[config.mk]
export PLATFORM = sky130hd
export DESIGN_NAME = tdt_tick_timer
export DESIGN_NICKNAME = d
export VERILOG_FILES = /design/src/include/tdt_pkg.sv /design/src/core/tdt_tick_timer.sv
export SDC_FILE = /design/constraint.sdc
export NUM_CORES = 1
export LEC_CHECK = 0
export BUFFER_PORTS_ARGS = -buffer_cell sky130_fd_sc_hd__buf_2
export CAP_MARGIN = 30
export CORE_MARGIN = 4
export CORE_UTILIZATION = 56
export CTS_CLUSTER_DIAMETER = 40
export DETAILED_ROUTE_END_ITERATION = 10
export PLACE_DENSITY = 0.86
export SYNTH_ARGS = -nofsm -noshare
export SYNTH_HDL_FRONTEND = slang
export SYNTH_SLANG_ARGS = --single-unit
export TNS_END_PERCENT = 10
[constraint.sdc]
create_clock -name CLOCK_I -period 5.87 [get_ports CLOCK_I]
set_clock_uncertainty 0.05 [all_clocks]
set_input_delay 1.761 -clock CLOCK_I [delete_from_list [all_inputs] [get_ports CLOCK_I]]
set_output_delay 1.761 -clock CLOCK_I [all_outputs]
set_load 0.01 [all_outputs]
[src/include/tdt_pkg.sv]
// Constants, register map and timing for the tick divider timer.
// Assumes a 100 MHz system clock and an AXI4-Lite master with 32-bit data.
package tdt_pkg;

    // Clock and timing
    localparam int unsigned CLK_HZ = 100_000_000;
    localparam int unsigned CLK_MHZ = CLK_HZ / 1_000_000;
    // Counter input rate: bit 0 toggles at 128 Hz
    localparam int unsigned TICK_HZ = 256;
    localparam int unsigned TICK_CYCLES = CLK_HZ / TICK_HZ;
    // Longest high-nibble hold, in microseconds, rounded down to cycles
    localparam int unsigned HOLD_MAX_US = 1500;
    localparam int unsigned HOLD_CYCLES = HOLD_MAX_US * CLK_MHZ;

    // Widths
    localparam int unsigned NIB_W = 4;
    localparam int unsigned DATA_W = 32;

    // Register indices as printed; byte address is four times the index
    localparam logic [15:0] IDX_CTRL = 16'hff78;
    localparam logic [15:0] IDX_CNT_LOW = 16'hff79;
    localparam logic [15:0] IDX_CNT_HIGH = 16'hff7a;
    localparam logic [15:0] IDX_IRQ_EN = 16'hffe6;
    localparam logic [15:0] IDX_IRQ_FLAG = 16'hfff6;
    localparam logic [31:0] ADDR_CTRL = {14'h0, IDX_CTRL, 2'h0};
    localparam logic [31:0] ADDR_CNT_LOW = {14'h0, IDX_CNT_LOW, 2'h0};
    localparam logic [31:0] ADDR_CNT_HIGH = {14'h0, IDX_CNT_HIGH, 2'h0};
    localparam logic [31:0] ADDR_IRQ_EN = {14'h0, IDX_IRQ_EN, 2'h0};
    localparam logic [31:0] ADDR_IRQ_FLAG = {14'h0, IDX_IRQ_FLAG, 2'h0};

    // Control fields
    localparam int unsigned CTRL_RUN_BIT = 0;
    localparam int unsigned CTRL_CLR_BIT = 1;

    // Flag and enable bit order: 16, 8, 2, 1 Hz
    localparam int unsigned FL_16HZ = 0;
    localparam int unsigned FL_8HZ = 1;
    localparam int unsigned FL_2HZ = 2;
    localparam int unsigned FL_1HZ = 3;
    // Counter bit positions within their nibble
    localparam int unsigned BIT_16HZ_LOW = 3;
    localparam int unsigned BIT_8HZ_HIGH = 0;
    localparam int unsigned BIT_2HZ_HIGH = 2;
    localparam int unsigned BIT_1HZ_HIGH = 3;

    // Nibble constants: reset value, all ones, one
    localparam logic [3:0] NIB_RESET = 4'h0;
    localparam logic [3:0] NIB_ALL_ONES = 4'hf;
    localparam logic [3:0] NIB_ONE = 4'h1;

    // AXI responses
    localparam logic [1:0] RESP_OKAY = 2'h0;
    localparam logic [1:0] RESP_SLVERR = 2'h2;

endpackage

[src/core/tdt_tick_timer.sv]
// Tick divider timer: 8-bit 256 Hz up-counter with hold, run/clear and tick interrupts.
// Assumes synchronous inputs, one 100 MHz clock, synchronous active-high reset.
//
// Notes on behaviour
// - Eight-bit up-counter stepped by divided tick.
// - Low and high nibbles read at two addresses.
// - Low read freezes high nibble until high read.
// - Hold ends after at most the hold interval.
// - Reading high nibble never starts a hold.
// - Falling 16/8/2/1 Hz bits set flags, enabled or not; a fall caused by a clear sets none.
// - Enable bits pass or mask each tick interrupt.
// - Flags read one; write one clears them.
// - Uncleared flag keeps interrupt request asserted.
// - Clear strobe zeroes counter, reads zero.
// - Clear resumes counting if running, else holds.
// - Run bit starts and stops, count retained.
// - Count nibbles read-only, writes ignored.
// - Reset zeroes counter, run, enables, flags.
`timescale 1ns/100ps

module tdt_tick_timer #(
    parameter int unsigned TICK_CYCLES = tdt_pkg::TICK_CYCLES,
    parameter int unsigned HOLD_CYCLES = tdt_pkg::HOLD_CYCLES
) (
    input wire logic CLOCK_I,
    input wire logic RESET_I,
    input wire logic [31:0] AXI_AWADDR_I,
    input wire logic AXI_AWVALID_I,
    output logic AXI_AWREADY_O,
    input wire logic [31:0] AXI_WDATA_I,
    input wire logic [3:0] AXI_WSTRB_I,
    input wire logic AXI_WVALID_I,
    output logic AXI_WREADY_O,
    output logic [1:0] AXI_BRESP_O,
    output logic AXI_BVALID_O,
    input wire logic AXI_BREADY_I,
    input wire logic [31:0] AXI_ARADDR_I,
    input wire logic AXI_ARVALID_I,
    output logic AXI_ARREADY_O,
    output logic [31:0] AXI_RDATA_O,
    output logic [1:0] AXI_RRESP_O,
    output logic AXI_RVALID_O,
    input wire logic AXI_RREADY_I,
    output logic IRQ_O
);

    localparam int unsigned DIV_W = $clog2(TICK_CYCLES);
    localparam int unsigned HOLD_W = $clog2(HOLD_CYCLES + 1);
    localparam logic [DIV_W-1:0] DIV_LAST = DIV_W'(TICK_CYCLES - 1);
    localparam logic [HOLD_W-1:0] HOLD_LAST = HOLD_W'(HOLD_CYCLES - 1);

    // Write channel state
    logic aw_held;
    logic w_held;
    logic [31:0] aw_addr;
    logic [31:0] w_data;
    logic [3:0] w_strb;
    logic aw_take;
    logic w_take;
    logic wr_do;
    logic next_aw_held;
    logic next_w_held;
    logic wr_low_lane;

    // Read channel state
    logic ar_take;
    logic r_done;

    // Block state
    logic count_run_enable;
    logic [3:0] irq_enables;
    logic [3:0] irq_flags;
    logic [3:0] cnt_low;
    logic [3:0] cnt_high;
    logic [DIV_W-1:0] div_cnt;
    logic tick_en;
    logic hold;
    logic [HOLD_W-1:0] hold_cnt;
    logic hold_end;
    logic carry_pend;
    logic low_carry;
    logic [3:0] prev_bits;
    logic [3:0] cur_bits;
    logic [3:0] fall;

    // Decoded strobes
    logic wr_ctrl;
    logic wr_en;
    logic wr_flag;
    logic clr_req;
    logic rd_low_fire;
    logic rd_high_fire;
    logic [3:0] w1c_mask;

    assign aw_take = AXI_AWVALID_I && AXI_AWREADY_O;
    assign w_take = AXI_WVALID_I && AXI_WREADY_O;
    assign wr_do = aw_held && w_held && !AXI_BVALID_O;
    assign next_aw_held = aw_take || (aw_held && !wr_do);
    assign next_w_held = w_take || (w_held && !wr_do);
    assign wr_low_lane = w_strb[0];
    assign ar_take = AXI_ARVALID_I && AXI_ARREADY_O;
    assign r_done = AXI_RVALID_O && AXI_RREADY_I;

    assign wr_ctrl = wr_do && wr_low_lane && (aw_addr == tdt_pkg::ADDR_CTRL);
    assign wr_en = wr_do && wr_low_lane && (aw_addr == tdt_pkg::ADDR_IRQ_EN);
    assign wr_flag = wr_do && wr_low_lane && (aw_addr == tdt_pkg::ADDR_IRQ_FLAG);
    assign clr_req = wr_ctrl && w_data[tdt_pkg::CTRL_CLR_BIT];
    assign w1c_mask = wr_flag ? w_data[3:0] : tdt_pkg::NIB_RESET;
    assign rd_low_fire = ar_take && (AXI_ARADDR_I == tdt_pkg::ADDR_CNT_LOW);
    assign rd_high_fire = ar_take && (AXI_ARADDR_I == tdt_pkg::ADDR_CNT_HIGH);

    assign tick_en = count_run_enable && (div_cnt == DIV_LAST);
    assign low_carry = tick_en && (cnt_low == tdt_pkg::NIB_ALL_ONES);
    assign hold_end = hold && (rd_high_fire || hold_cnt == HOLD_LAST);

    assign cur_bits[tdt_pkg::FL_16HZ] = cnt_low[tdt_pkg::BIT_16HZ_LOW];
    assign cur_bits[tdt_pkg::FL_8HZ] = cnt_high[tdt_pkg::BIT_8HZ_HIGH];
    assign cur_bits[tdt_pkg::FL_2HZ] = cnt_high[tdt_pkg::BIT_2HZ_HIGH];
    assign cur_bits[tdt_pkg::FL_1HZ] = cnt_high[tdt_pkg::BIT_1HZ_HIGH];
    assign fall = prev_bits & ~cur_bits;

    // Write address capture
    always_ff @(posedge CLOCK_I) begin
        if (RESET_I) begin
            aw_held <= 1'b0;
            aw_addr <= '0;
            AXI_AWREADY_O <= 1'b0;
        end else begin
            aw_held <= next_aw_held;
            AXI_AWREADY_O <= !next_aw_held;
            if (aw_take) begin
                aw_addr <= AXI_AWADDR_I;
            end
        end
    end

    // Write data capture
    always_ff @(posedge CLOCK_I) begin
        if (RESET_I) begin
            w_held <= 1'b0;
            w_data <= '0;
            w_strb <= '0;
            AXI_WREADY_O <= 1'b0;
        end else begin
            w_held <= next_w_held;
            AXI_WREADY_O <= !next_w_held;
            if (w_take) begin
                w_data <= AXI_WDATA_I;
                w_strb <= AXI_WSTRB_I;
            end
        end
    end

    // Write response; count nibbles accept writes silently
    always_ff @(posedge CLOCK_I) begin
        if (RESET_I) begin
            AXI_BVALID_O <= 1'b0;
            AXI_BRESP_O <= tdt_pkg::RESP_OKAY;
        end else if (wr_do) begin
            AXI_BVALID_O <= 1'b1;
            case (aw_addr)
                tdt_pkg::ADDR_CTRL,
                tdt_pkg::ADDR_CNT_LOW,
                tdt_pkg::ADDR_CNT_HIGH,
                tdt_pkg::ADDR_IRQ_EN,
                tdt_pkg::ADDR_IRQ_FLAG: AXI_BRESP_O <= tdt_pkg::RESP_OKAY;
                default: AXI_BRESP_O <= tdt_pkg::RESP_SLVERR;
            endcase
        end else if (AXI_BVALID_O && AXI_BREADY_I) begin
            AXI_BVALID_O <= 1'b0;
        end
    end

    // Read channel
    always_ff @(posedge CLOCK_I) begin
        if (RESET_I) begin
            AXI_ARREADY_O <= 1'b0;
            AXI_RVALID_O <= 1'b0;
            AXI_RDATA_O <= '0;
            AXI_RRESP_O <= tdt_pkg::RESP_OKAY;
        end else if (ar_take) begin
            AXI_ARREADY_O <= 1'b0;
            AXI_RVALID_O <= 1'b1;
            AXI_RRESP_O <= tdt_pkg::RESP_OKAY;
            case (AXI_ARADDR_I)
                tdt_pkg::ADDR_CTRL: AXI_RDATA_O <= {31'h0, count_run_enable};
                tdt_pkg::ADDR_CNT_LOW: AXI_RDATA_O <= {28'h0000000, cnt_low};
                tdt_pkg::ADDR_CNT_HIGH: AXI_RDATA_O <= {28'h0000000, cnt_high};
                tdt_pkg::ADDR_IRQ_EN: AXI_RDATA_O <= {28'h0000000, irq_enables};
                tdt_pkg::ADDR_IRQ_FLAG: AXI_RDATA_O <= {28'h0000000, irq_flags};
                default: begin
                    AXI_RDATA_O <= '0;
                    AXI_RRESP_O <= tdt_pkg::RESP_SLVERR;
                end
            endcase
        end else if (r_done || !AXI_RVALID_O) begin
            AXI_ARREADY_O <= 1'b1;
            AXI_RVALID_O <= 1'b0;
        end
    end

    // Run bit and interrupt enables
    always_ff @(posedge CLOCK_I) begin
        if (RESET_I) begin
            count_run_enable <= 1'b0;
            irq_enables <= tdt_pkg::NIB_RESET;
        end else begin
            if (wr_ctrl) begin
                count_run_enable <= w_data[tdt_pkg::CTRL_RUN_BIT];
            end
            if (wr_en) begin
                irq_enables <= w_data[3:0];
            end
        end
    end

    // Tick divider; restarts on clear so counting resumes at once
    always_ff @(posedge CLOCK_I) begin
        if (RESET_I || clr_req) begin
            div_cnt <= '0;
        end else if (count_run_enable) begin
            div_cnt <= tick_en ? '0 : div_cnt + DIV_W'(1);
        end
    end

    // Low nibble
    always_ff @(posedge CLOCK_I) begin
        if (RESET_I || clr_req) begin
            cnt_low <= tdt_pkg::NIB_RESET;
        end else if (tick_en) begin
            cnt_low <= cnt_low + tdt_pkg::NIB_ONE;
        end
    end

    // High nibble, frozen during a hold
    always_ff @(posedge CLOCK_I) begin
        if (RESET_I || clr_req) begin
            cnt_high <= tdt_pkg::NIB_RESET;
            carry_pend <= 1'b0;
        end else if (hold) begin
            if (low_carry) begin
                carry_pend <= 1'b1;
            end
        end else if (low_carry || carry_pend) begin
            cnt_high <= cnt_high + tdt_pkg::NIB_ONE;
            carry_pend <= 1'b0;
        end
    end

    // Hold window
    always_ff @(posedge CLOCK_I) begin
        if (RESET_I) begin
            hold <= 1'b0;
            hold_cnt <= '0;
        end else if (rd_low_fire) begin
            hold <= 1'b1;
            hold_cnt <= '0;
        end else if (hold_end) begin
            hold <= 1'b0;
            hold_cnt <= '0;
        end else if (hold) begin
            hold_cnt <= hold_cnt + HOLD_W'(1);
        end
    end

    // Edge history; cleared with the count so a clear is no edge
    always_ff @(posedge CLOCK_I) begin
        if (RESET_I || clr_req) begin
            prev_bits <= tdt_pkg::NIB_RESET;
        end else begin
            prev_bits <= cur_bits;
        end
    end

    // Sticky flags, set wins over clear
    always_ff @(posedge CLOCK_I) begin
        if (RESET_I) begin
            irq_flags <= tdt_pkg::NIB_RESET;
        end else begin
            irq_flags <= (irq_flags & ~w1c_mask) | fall;
        end
    end

    // Interrupt level
    always_ff @(posedge CLOCK_I) begin
        if (RESET_I) begin
            IRQ_O <= 1'b0;
        end else begin
            IRQ_O <= |(irq_flags & irq_enables);
        end
    end
endmodule // tdt_tick_timer

# Word level (Yosys, flattened, before mapping)
# Cells that the tools add are included.
word_totals:
  reg_bits: 141
  elab_cells: 104
  out_inout_bits: 42
  input_bits: 107
op_classes:
  bitwise_logic: 7
  n_reduce_logical: 41
  n_eq_ne: 14
  n_mux: 14
  add_sub_neg: 4
op_table:
  columns: ["op", "count"]
  rows:
  - ["32-bit by 18-bit equality test with 1-bit output (second input constant)", 10]
  - ["4-bit case mux with 5 select lines", 1]
  - ["19-bit by 1-bit adder with 19-bit output (second input constant)", 1]
  - ["19-bit equality test (second input constant)", 1]
  - ["1-bit logical AND", 19]
  - ["19-bit two-way mux", 1]
  - ["18-bit by 1-bit adder with 18-bit output (second input constant)", 1]
  - ["18-bit equality test (second input constant)", 1]
  - ["4-bit AND", 3]
  - ["5-bit OR reduction", 2]
  - ["1-bit two-way mux", 9]
  - ["4-bit by 1-bit adder with 4-bit output (second input constant)", 2]
  - ["4-bit NOT", 2]
  - ["2-bit nonzero test", 4]
  - ["1-bit logical OR", 6]
  - ["1-bit logical NOT", 5]
  - ["4-bit equality test (second input constant)", 1]
  - ["2-bit two-way mux", 2]
  - ["4-bit two-way mux", 1]
  - ["4-bit OR", 1]
  - ["2-bit AND reduction", 2]
  - ["4-bit OR reduction", 1]
  - ["3-bit OR reduction", 1]
  - ["2-bit by 1-bit != test with 1-bit output (second input constant)", 1]
  - ["other kinds (2)", 2]

# Depth between registers and ports, before layout
# Gate-level depths: netlist of the first run.
depth:
  depth_word: 8
  mapped_depth: 8
  depth_no_buf: 7

# Least setup slack after synthesis of the first run
# No wires, ideal clock.
synth_path:
  kind: "input-to-reg"
  from: "input AXI_ARADDR_I[19]"
  to: "register hold_cnt[10]"
  setup_ns: 0.117
  required_ns: 5.703
  path_buffers: 2
  path_slack_ns: 2.520
  arrival_ns: 3.182
  cell_stages: 6
  path_cell_list: "or4b_1 -> nor4_1 -> a221o_1 -> buf_2 -> buf_2 -> nor2_1"
synth_via:
  elab_chain_cells: 5
  elab_cells_between_ends: 7
  cone_classes: "eq/ne (2); reduce/logical (5)"
synth_lines:
  columns: ["element", "line", "rtl"]
  rows:
  - ["start: declaration", "tdt_tick_timer.sv:37", "input wire logic [31:0] AXI_ARADDR_I,"]
  - ["32-bit by 18-bit equality test with 1-bit output", "tdt_tick_timer.sv:110", "assign rd_high_fire = ar_take && (AXI_ARADDR_I == tdt_pkg::ADDR_CNT_HIGH);"]
  - ["1-bit logical AND", "tdt_tick_timer.sv:110", null]
  - ["1-bit logical OR", "tdt_tick_timer.sv:114", "assign hold_end = hold && (rd_high_fire || hold_cnt == HOLD_LAST);"]
  - ["1-bit logical AND", "tdt_tick_timer.sv:114", null]
  - ["3-bit OR reduction (no line) (*)", null, null]
  - ["end signal: assignment", "tdt_tick_timer.sv:262", "hold_cnt <= hold_cnt + HOLD_W'(1);"]
  - ["end: declaration", "tdt_tick_timer.sv:78", "logic [HOLD_W-1:0] hold_cnt;"]
# Mark *: on every way between the ends. The rest lies on a longest branch, timed or not.
# A chain may end at the register's enable or synchronous reset.

# Worst setup path after layout of the first run
layout_path:
  from: "input AXI_ARADDR_I[19]"
  to: "register hold_cnt[7]"
# The elaborated chain is that of the path after synthesis.

==> results of run 1 <==
[flip-flops by register name, summed over array words and instances, names as in the netlist, 4 cells and up]
| signal | count |
|---|---|
| aw_addr | 32 |
| irq_flags | 4 |
| AXI_RDATA_O | 4 |
| cnt_low | 4 |
| prev_bits | 4 |
| hold_cnt | 18 |
| div_cnt | 19 |
| w_data | 4 |
| cnt_high | 4 |
| irq_enables | 4 |
[layout make-up]
class,instances,area [um2],share of cell area
clock buffers,11,131,0.0235
clock inverters,5,38.8,0.00695
inverters,15,56.3,0.0101
multi-input cells,451,2520,0.453
flip-flops and latches,111,2220,0.398
well taps,108,135,0.0242
repair buffers,89,470,0.0843
[through the flow]
| step | utilization | cells | instance area, um2 | hold WS (ps) |
|---|---|---|---|---|
| after floorplan | - | 630 | 5140 | 381 |
| after global placement | 0.617 | 773 | 5380 | 390 |
| after detailed placement | 0.617 | 773 | 5380 | 393 |
| after CTS | 0.637 | 789 | 5550 | 415 |
| after global routing | 0.640 | 790 | 5580 | 431 |
| final | 0.640 | 790 | 5580 | 414 |
[layout by cell type, fill, tap and decap left out, drive strengths merged, types with 18 or more instances in the layout]
cell type / n
inv: 18
xor2: 23
nand2: 105
a21oi: 57
nand3: 21
buf: 89
dfxtp: 111
nand4: 19
conb: 30
nor2: 67
[path summary, 6_finish.rpt]
path	from	end	slack [ps]	depth (start not counted)
worst min-delay path	aw_addr[1]$_SDFFE_PP0P_	aw_addr[1]$_SDFFE_PP0P_	410	2
worst min register to register	aw_addr[1]$_SDFFE_PP0P_	aw_addr[1]$_SDFFE_PP0P_	410	2
worst max register to register	aw_addr[20]$_SDFFE_PP0P_	irq_enables[2]$_SDFFE_PP0P_	3670	5
worst max-delay path	AXI_ARADDR_I[19]	hold_cnt[7]$_SDFFE_PP0P_	2470	5
[layer usage]
layer  vias up  track usage
li1       2155            -
met2       145        0.350
met5         -            0
met3        13       0.0399
met1      2007        0.272
met4         0       0.0687
[power by group through the flow]
stage               registers, mW  logic [mW]  clock network, mW
CTS                         0.780      0.0943              0.428
detailed placement          0.798      0.0939                  0
finish                      0.780      0.0971              0.424
global route                0.783       0.109              0.458
global placement            0.796      0.0911                  0
floorplan                   0.796      0.0704                  0
[cell usage after synthesis (7+ instances only)]
master    number  share of area
a21oi_1       57          0.057
buf_4         30          0.045
clkbuf_1      12         0.0090
dfxtp_1      111           0.44
inv_1         15          0.011
mux2i_1        9          0.018
nand2_1      105          0.078
nand3_1       21          0.021
nand4_1       19          0.024
nor2_1        66          0.049
nor3_1        10         0.0099
nor4_1         7         0.0087
o21ai_0        8         0.0080
xnor2_1       14          0.024
xor2_1        23          0.040
[critical path: stages]
cell and delay [ps]:
buf_2 90, or4b_1 540, nor4_1 460, a221o_1 620, nor2_1 110
[cell families (layout without fill, tap and decap cells)]
group / count (synthesis) / count (layout) / share of synthesized area
and+or+nand+nor: 278 / 278 / 0.272
DFF: 111 / 111 / 0.442
buffers and inverters: 68 / 120 / 0.0781
other: 1 / 30 / 0.000745
AOI/OAI and AO/OA: 87 / 87 / 0.101
xor gates and xnor gates: 37 / 37 / 0.0644
muxes: 14 / 14 / 0.0291
adders and majority gates: 5 / 5 / 0.0124
==> impl_metrics.csv, run 1 <==
group,metric,value,unit
sta,setup_viol_count_final,0,
sta,setup_tns,0,ps
route,wl,10800,um
route,final_antenna_net_count,0,
logic_synthesis,async_reset_ff_frac,0,
final_layout,antenna_cells,0,
clocking,hold_buffers,0,
final_layout,nNetsFinal,789,
sta,max_slew_margin,0.366,
critical_path,start_kind,"input port",
grt,grt_max_degree,63,
sta,hold_viol,0,
route,vias,4320,
worst_hold_path,min_path_type,"register to register",
critical_path,arrival,3590,ps
route,wl_per_cell,13.7,um
logic_synthesis,avgSynthCellArea,8.37,um2
sta,min_period,3400,ps
final_layout,area_growth,10.9,%
outcome,status,"completed",
power_and_ir_drop,p_switching,333,uW
die,die_h,103,um
power_and_ir_drop,p_seq_frac,0.600,
sta,fmax,294,MHz
power_and_ir_drop,leakage,2.09,nW
die,initial_core_util,0.577,
clocking,clock_latency,380,ps
final_layout,nFillCells,718,
power_and_ir_drop,combPwrFrac,0.075,
placement,preCtsSetupSlack,2100,ps
clocking,clockRootBuffer,"clkbuf_8",
placement,gp_congestion,0.848,
power_and_ir_drop,p_per_area,233,mW/mm2
sta,post-route-period-util,0.580,
logic_synthesis,synth_edf_count,0,
grt,grt.overflow.total,0,
placement,dp_hpwl,8080,um
critical_path,worstPathMaxFanout,18,
die,core_area,0.00872,mm2
clocking,clkSlewWorstSetupHoldPaths,110,ps
die,die_area,0.0106,mm2
route,drc,0,
placement,io_buffers,87,
clocking,post-cts-setup-buffers,0,
critical_path,cp.required,6060,ps
logic_synthesis,synth_cell_type_count,52,
clocking,cts_buffer_depth,2,
power_and_ir_drop,netSwitchingFraction,0.256,
clocking,numCtsBuffers,9,
route,maxUsedRoutingLayer,"met4",
sta,max_slew.worst_pin.slew,949,ps
power_and_ir_drop,ir_worst_vdd,0.000140,V
die,die_w,103,um
final_layout,drive_gt1_frac,0.172,
grt,grt_pass1_wl,17900,um
route,dr.pass1.iters,5,
route,wl_met2,5180,um
critical_path,path_class,"input port to register",
logic_synthesis,yosysWarnings,0,
route,viasPerCell,5.47,
logic_synthesis,yosysSeqAreaShare,0.442,
clocking,cts_tree,"done",
grt,antenna_found_initial,0,
clocking,cts_resized,0,
route,wl_met1,4670,um
sta,rsz0062_at_grt,"false",
sta,finalMaxSlewViolations,0,
job,cap_violations,0,
grt,grt.total_usage,0.209,
logic_synthesis,synthCells,601,
logic_synthesis,synth-main-ff-cell,"dfxtp_1",
clocking,cts_sinks,111,
power_and_ir_drop,total_power,1.30,mW
logic_synthesis,syn_area,0.00503,mm2
critical_path,crit_path_end_kind,"register",
power_and_ir_drop,power.share.clock,0.326,
power_and_ir_drop,p_int,968,uW
route,initialDrtViolationCount,194,
die,io_pins,149,
sta,worst_slack,2470,ps
die,num_rows,34,
grt,grt_pass1_vias,4002,
logic_synthesis,synth_seq_cells,111,
clocking,h-tree-depth,3,
route,wl_met3,820,um
No activity file was read; power rests on OpenSTA's default activity.
==> inputs of run 2 (changes only) <==
--- a/config.mk
+++ b/config.mk
@@ -5,13 +5,14 @@
 export SDC_FILE = /design/constraint.sdc
 export NUM_CORES = 1
 export LEC_CHECK = 0
+export ABC_AREA = 1
 export BUFFER_PORTS_ARGS = -buffer_cell sky130_fd_sc_hd__buf_2
 export CAP_MARGIN = 30
 export CORE_MARGIN = 4
-export CORE_UTILIZATION = 56
+export CORE_UTILIZATION = 48
 export CTS_CLUSTER_DIAMETER = 40
 export DETAILED_ROUTE_END_ITERATION = 10
-export PLACE_DENSITY = 0.86
+export PLACE_DENSITY = 0.77
 export SYNTH_ARGS = -nofsm -noshare
 export SYNTH_HDL_FRONTEND = slang
 export SYNTH_SLANG_ARGS = --single-unit
==> constraint.sdc (replaced) <==
create_clock -name CLOCK_I -period 2.86 [get_ports CLOCK_I]
set_clock_uncertainty 0.05 [all_clocks]
set_input_delay 0.858 -clock CLOCK_I [delete_from_list [all_inputs] [get_ports CLOCK_I]]
set_output_delay 0.858 -clock CLOCK_I [all_outputs]
set_load 0.01 [all_outputs]
==> impl_metrics.csv, run 2 <==
group,metric,value,unit
outcome,status,"completed",
logic_synthesis,async_reset_ff_frac,0,
critical_path,r2r-start,"aw_addr[5]$_SDFFE_PP0P_",
clocking,post-cts-setup-buffers,0,
sta,max_slew.worst_pin.slew,513,ps
power_and_ir_drop,p_int,2.32,mW
sta,post-route-period-util,0.688,
sta,hold_viol,0,
logic_synthesis,synth.area.top_cells,"dfxtp_1 40%, nand2_1 9.9%, nor2_1 9.4%",
final_layout,fin_util,0.555,
grt,antenna_found_initial,0,
route,initialDrtViolationCount,252,
critical_path,cp_num_cells,10,
route,vias,5047,
final_layout,antenna_cells,0,
critical_path,r2r_slack,970,ps
critical_path,crit_path_end_kind,"register",
logic_synthesis,avgSynthCellArea,6.94,um2
grt,grt_pass1_wl,19900,um
clocking,hold_buffers,0,
die,die_h,116,um
critical_path,path_class,"input port to register",
final_layout,nNetsFinal,998,
die,die_w,116,um
clocking,cts_resized,0,
power_and_ir_drop,p_per_area,491,mW/mm2
critical_path,worstPathMaxFanout,5,
critical_path,start_kind,"input port",
logic_synthesis,yosysTopAreaCellShare,0.399,
logic_synthesis,syn_area,0.00558,mm2
route,dr.pass1.iters,5,
clocking,clock_latency,350,ps
critical_path,r2r-end,"div_cnt[7]$_SDFFE_PP0P_",
sta,min_period,1970,ps
clocking,clkSlewWorstSetupHoldPaths,70,ps
critical_path,max_stage_delay,380,ps
power_and_ir_drop,p_seq_frac,0.522,
logic_synthesis,synth_top_area_cell,"dfxtp_1",
route,wl,12000,um
placement,io_buffers,87,
final_layout,area_growth,13.1,%
critical_path,path_cells,"buf_2 -> inv_1 -> nand2_1 -> nor2_1 -> nand2_1 -> nor2_1 -> nand3_1 -> nand2_1 -> o21ai_1 -> a21oi_1",
grt,grt_max_degree,51,
clocking,cts_sinks,111,
critical_path,slowest_stage,"nor2_1",
critical_path,crit_path_frequent_cell,"nand2_1",
power_and_ir_drop,netSwitchingFraction,0.252,
critical_path,reg2reg_depth,9,
route,wl_per_cell,11.6,um
final_layout,drive_gt1_frac,0.164,
worst_hold_path,min_path_type,"register to register",
clocking,clockRootBuffer,"clkbuf_16",
logic_synthesis,yosysWarnings,0,
grt,grt.total_usage,0.182,
logic_synthesis,synthCells,803,
critical_path,crit_family,"simple AND/OR/NAND/NOR gates",
final_layout,layout_commonest_cell,"nand2_1",
power_and_ir_drop,power.share.clock,0.396,
grt,grt.overflow.total,0,
die,die_area,0.0134,mm2
die,io_pins,149,
logic_synthesis,yosysSeqAreaShare,0.399,
die,core_area,0.0114,mm2
critical_path,crit_end,"AXI_RDATA_O[3]$_SDFFE_PP0P_",
power_and_ir_drop,leakage,2.66,nW
logic_synthesis,synth-main-ff-cell,"dfxtp_1",
power_and_ir_drop,combPwrFrac,0.081,
sta,setup_viol_count_final,0,
sta,rsz0062_at_grt,"false",
critical_path,arrival,2190,ps
placement,preCtsSetupSlack,573,ps
critical_path,crit_start,"AXI_ARADDR_I[0]",
route,viasPerCell,4.88,
route,drc,0,
critical_path,worst-path-buf-inv,2,
logic_synthesis,synth_common_cells,"147 x nand2_1, 140 x nor2_1, 111 x dfxtp_1",
logic_synthesis,synth_edf_count,0,
sta,setup_tns,0,ps
sta,finalMaxSlewViolations,0,
final_layout,top_regs,"aw_addr: 32 flops, div_cnt: 19 flops, hold_cnt: 18 flops",
power_and_ir_drop,p_switching,780,uW
final_layout,largest_reg_flops,32,
final_layout,final_cell_mix,"147 x nand2_1, 140 x nor2_1, 111 x dfxtp_1",
placement,dp_hpwl,8960,um
grt,grt_pass1_vias,4365,
logic_synthesis,synth_cell_type_count,39,
placement,gp_congestion,0.867,
critical_path,cp.required,3080,ps
job,cap_violations,0,
route,final_antenna_net_count,0,
power_and_ir_drop,ir_worst_vdd,0.000304,V
sta,worst_slack,892,ps
clocking,cts_buffer_depth,2,
sta,fmax,508,MHz
sta,max_slew_margin,0.655,
logic_synthesis,yosysMostFrequentCell,"nand2_1",
die,num_rows,39,
clocking,numCtsBuffers,9,
clocking,cts_tree,"done",
die,initial_core_util,0.490,
logic_synthesis,synth_seq_cells,111,
clocking,h-tree-depth,3,
final_layout,registers.top_by_ff_count,"aw_addr",
-- run 2: layout make-up --
class | count | area (um2)
Inverter | 94 | 353
Timing Repair Buffer | 91 | 465
Sequential cell | 111 | 2220
Multi-Input combinational cell | 579 | 2790
Tap cell | 143 | 179
Clock inverter | 5 | 51.3
Fill cell | 1100 | 5060
Clock buffer | 11 | 243
-- run 2: worst min-delay path by stage --
stage	start	to	slack (ps)	cells past startpoint
global route	prev_bits[1]$_SDFF_PP0_	irq_flags[1]$_SDFF_PP0_	420	2
global placement	aw_addr[23]$_SDFFE_PP0P_	aw_addr[23]$_SDFFE_PP0P_	390	2
finish	aw_addr[23]$_SDFFE_PP0P_	aw_addr[23]$_SDFFE_PP0P_	400	2
detailed placement	prev_bits[1]$_SDFF_PP0_	irq_flags[1]$_SDFF_PP0_	400	2
floorplan	prev_bits[2]$_SDFF_PP0_	irq_flags[2]$_SDFF_PP0_	380	2
CTS	prev_bits[2]$_SDFF_PP0_	irq_flags[2]$_SDFF_PP0_	410	2
-- run 2: power by group through the flow --
stage | Sequential (mW) | Combinational (mW) | Clock (mW)
after floorplan | 1.65 | 0.191 | 0
after global placement | 1.65 | 0.250 | 0
after detailed placement | 1.65 | 0.252 | 0
after CTS | 1.62 | 0.254 | 1.24
after global routing | 1.63 | 0.294 | 1.30
final | 1.62 | 0.252 | 1.23
-- run 2: worst min-delay path: stages, from the launching register on --
cell	delay (ps)
dfxtp_1	300
inv_1	60
a21oi_1	50
-- run 2: routing by layer --
metal  track usage  routed length [um]  vias to the layer above
met1         0.259                5800                     2225
met2         0.278                5160                      139
met4        0.0549                 165                        0
met5             0                   0                        -
met3        0.0371                 858                       16
li1              -                   -                     2667
-- run 2: cells by family after synthesis --
kind of cell | synth area share
compound gates | 0.0920
xor+xnor | 0.0424
fa+ha+maj | 0.0112
buf+inv | 0.120
flops | 0.399
mux | 0.00180
other cells | 0.000673
simple gates | 0.333
-- run 2: per-stage QoR --
| stage | area (um2) | power (mW) | std cells | hold slack, ps |
|---|---|---|---|---|
| after global placement | 6010 | 1.90 | 1018 | 390 |
| after CTS | 6310 | 3.11 | 1034 | 406 |
| after global routing | 6310 | 3.22 | 1034 | 417 |
| after floorplan | 5680 | 1.84 | 832 | 379 |
| final | 6310 | 3.10 | 1034 | 403 |
| after detailed placement | 6010 | 1.91 | 1018 | 396 |
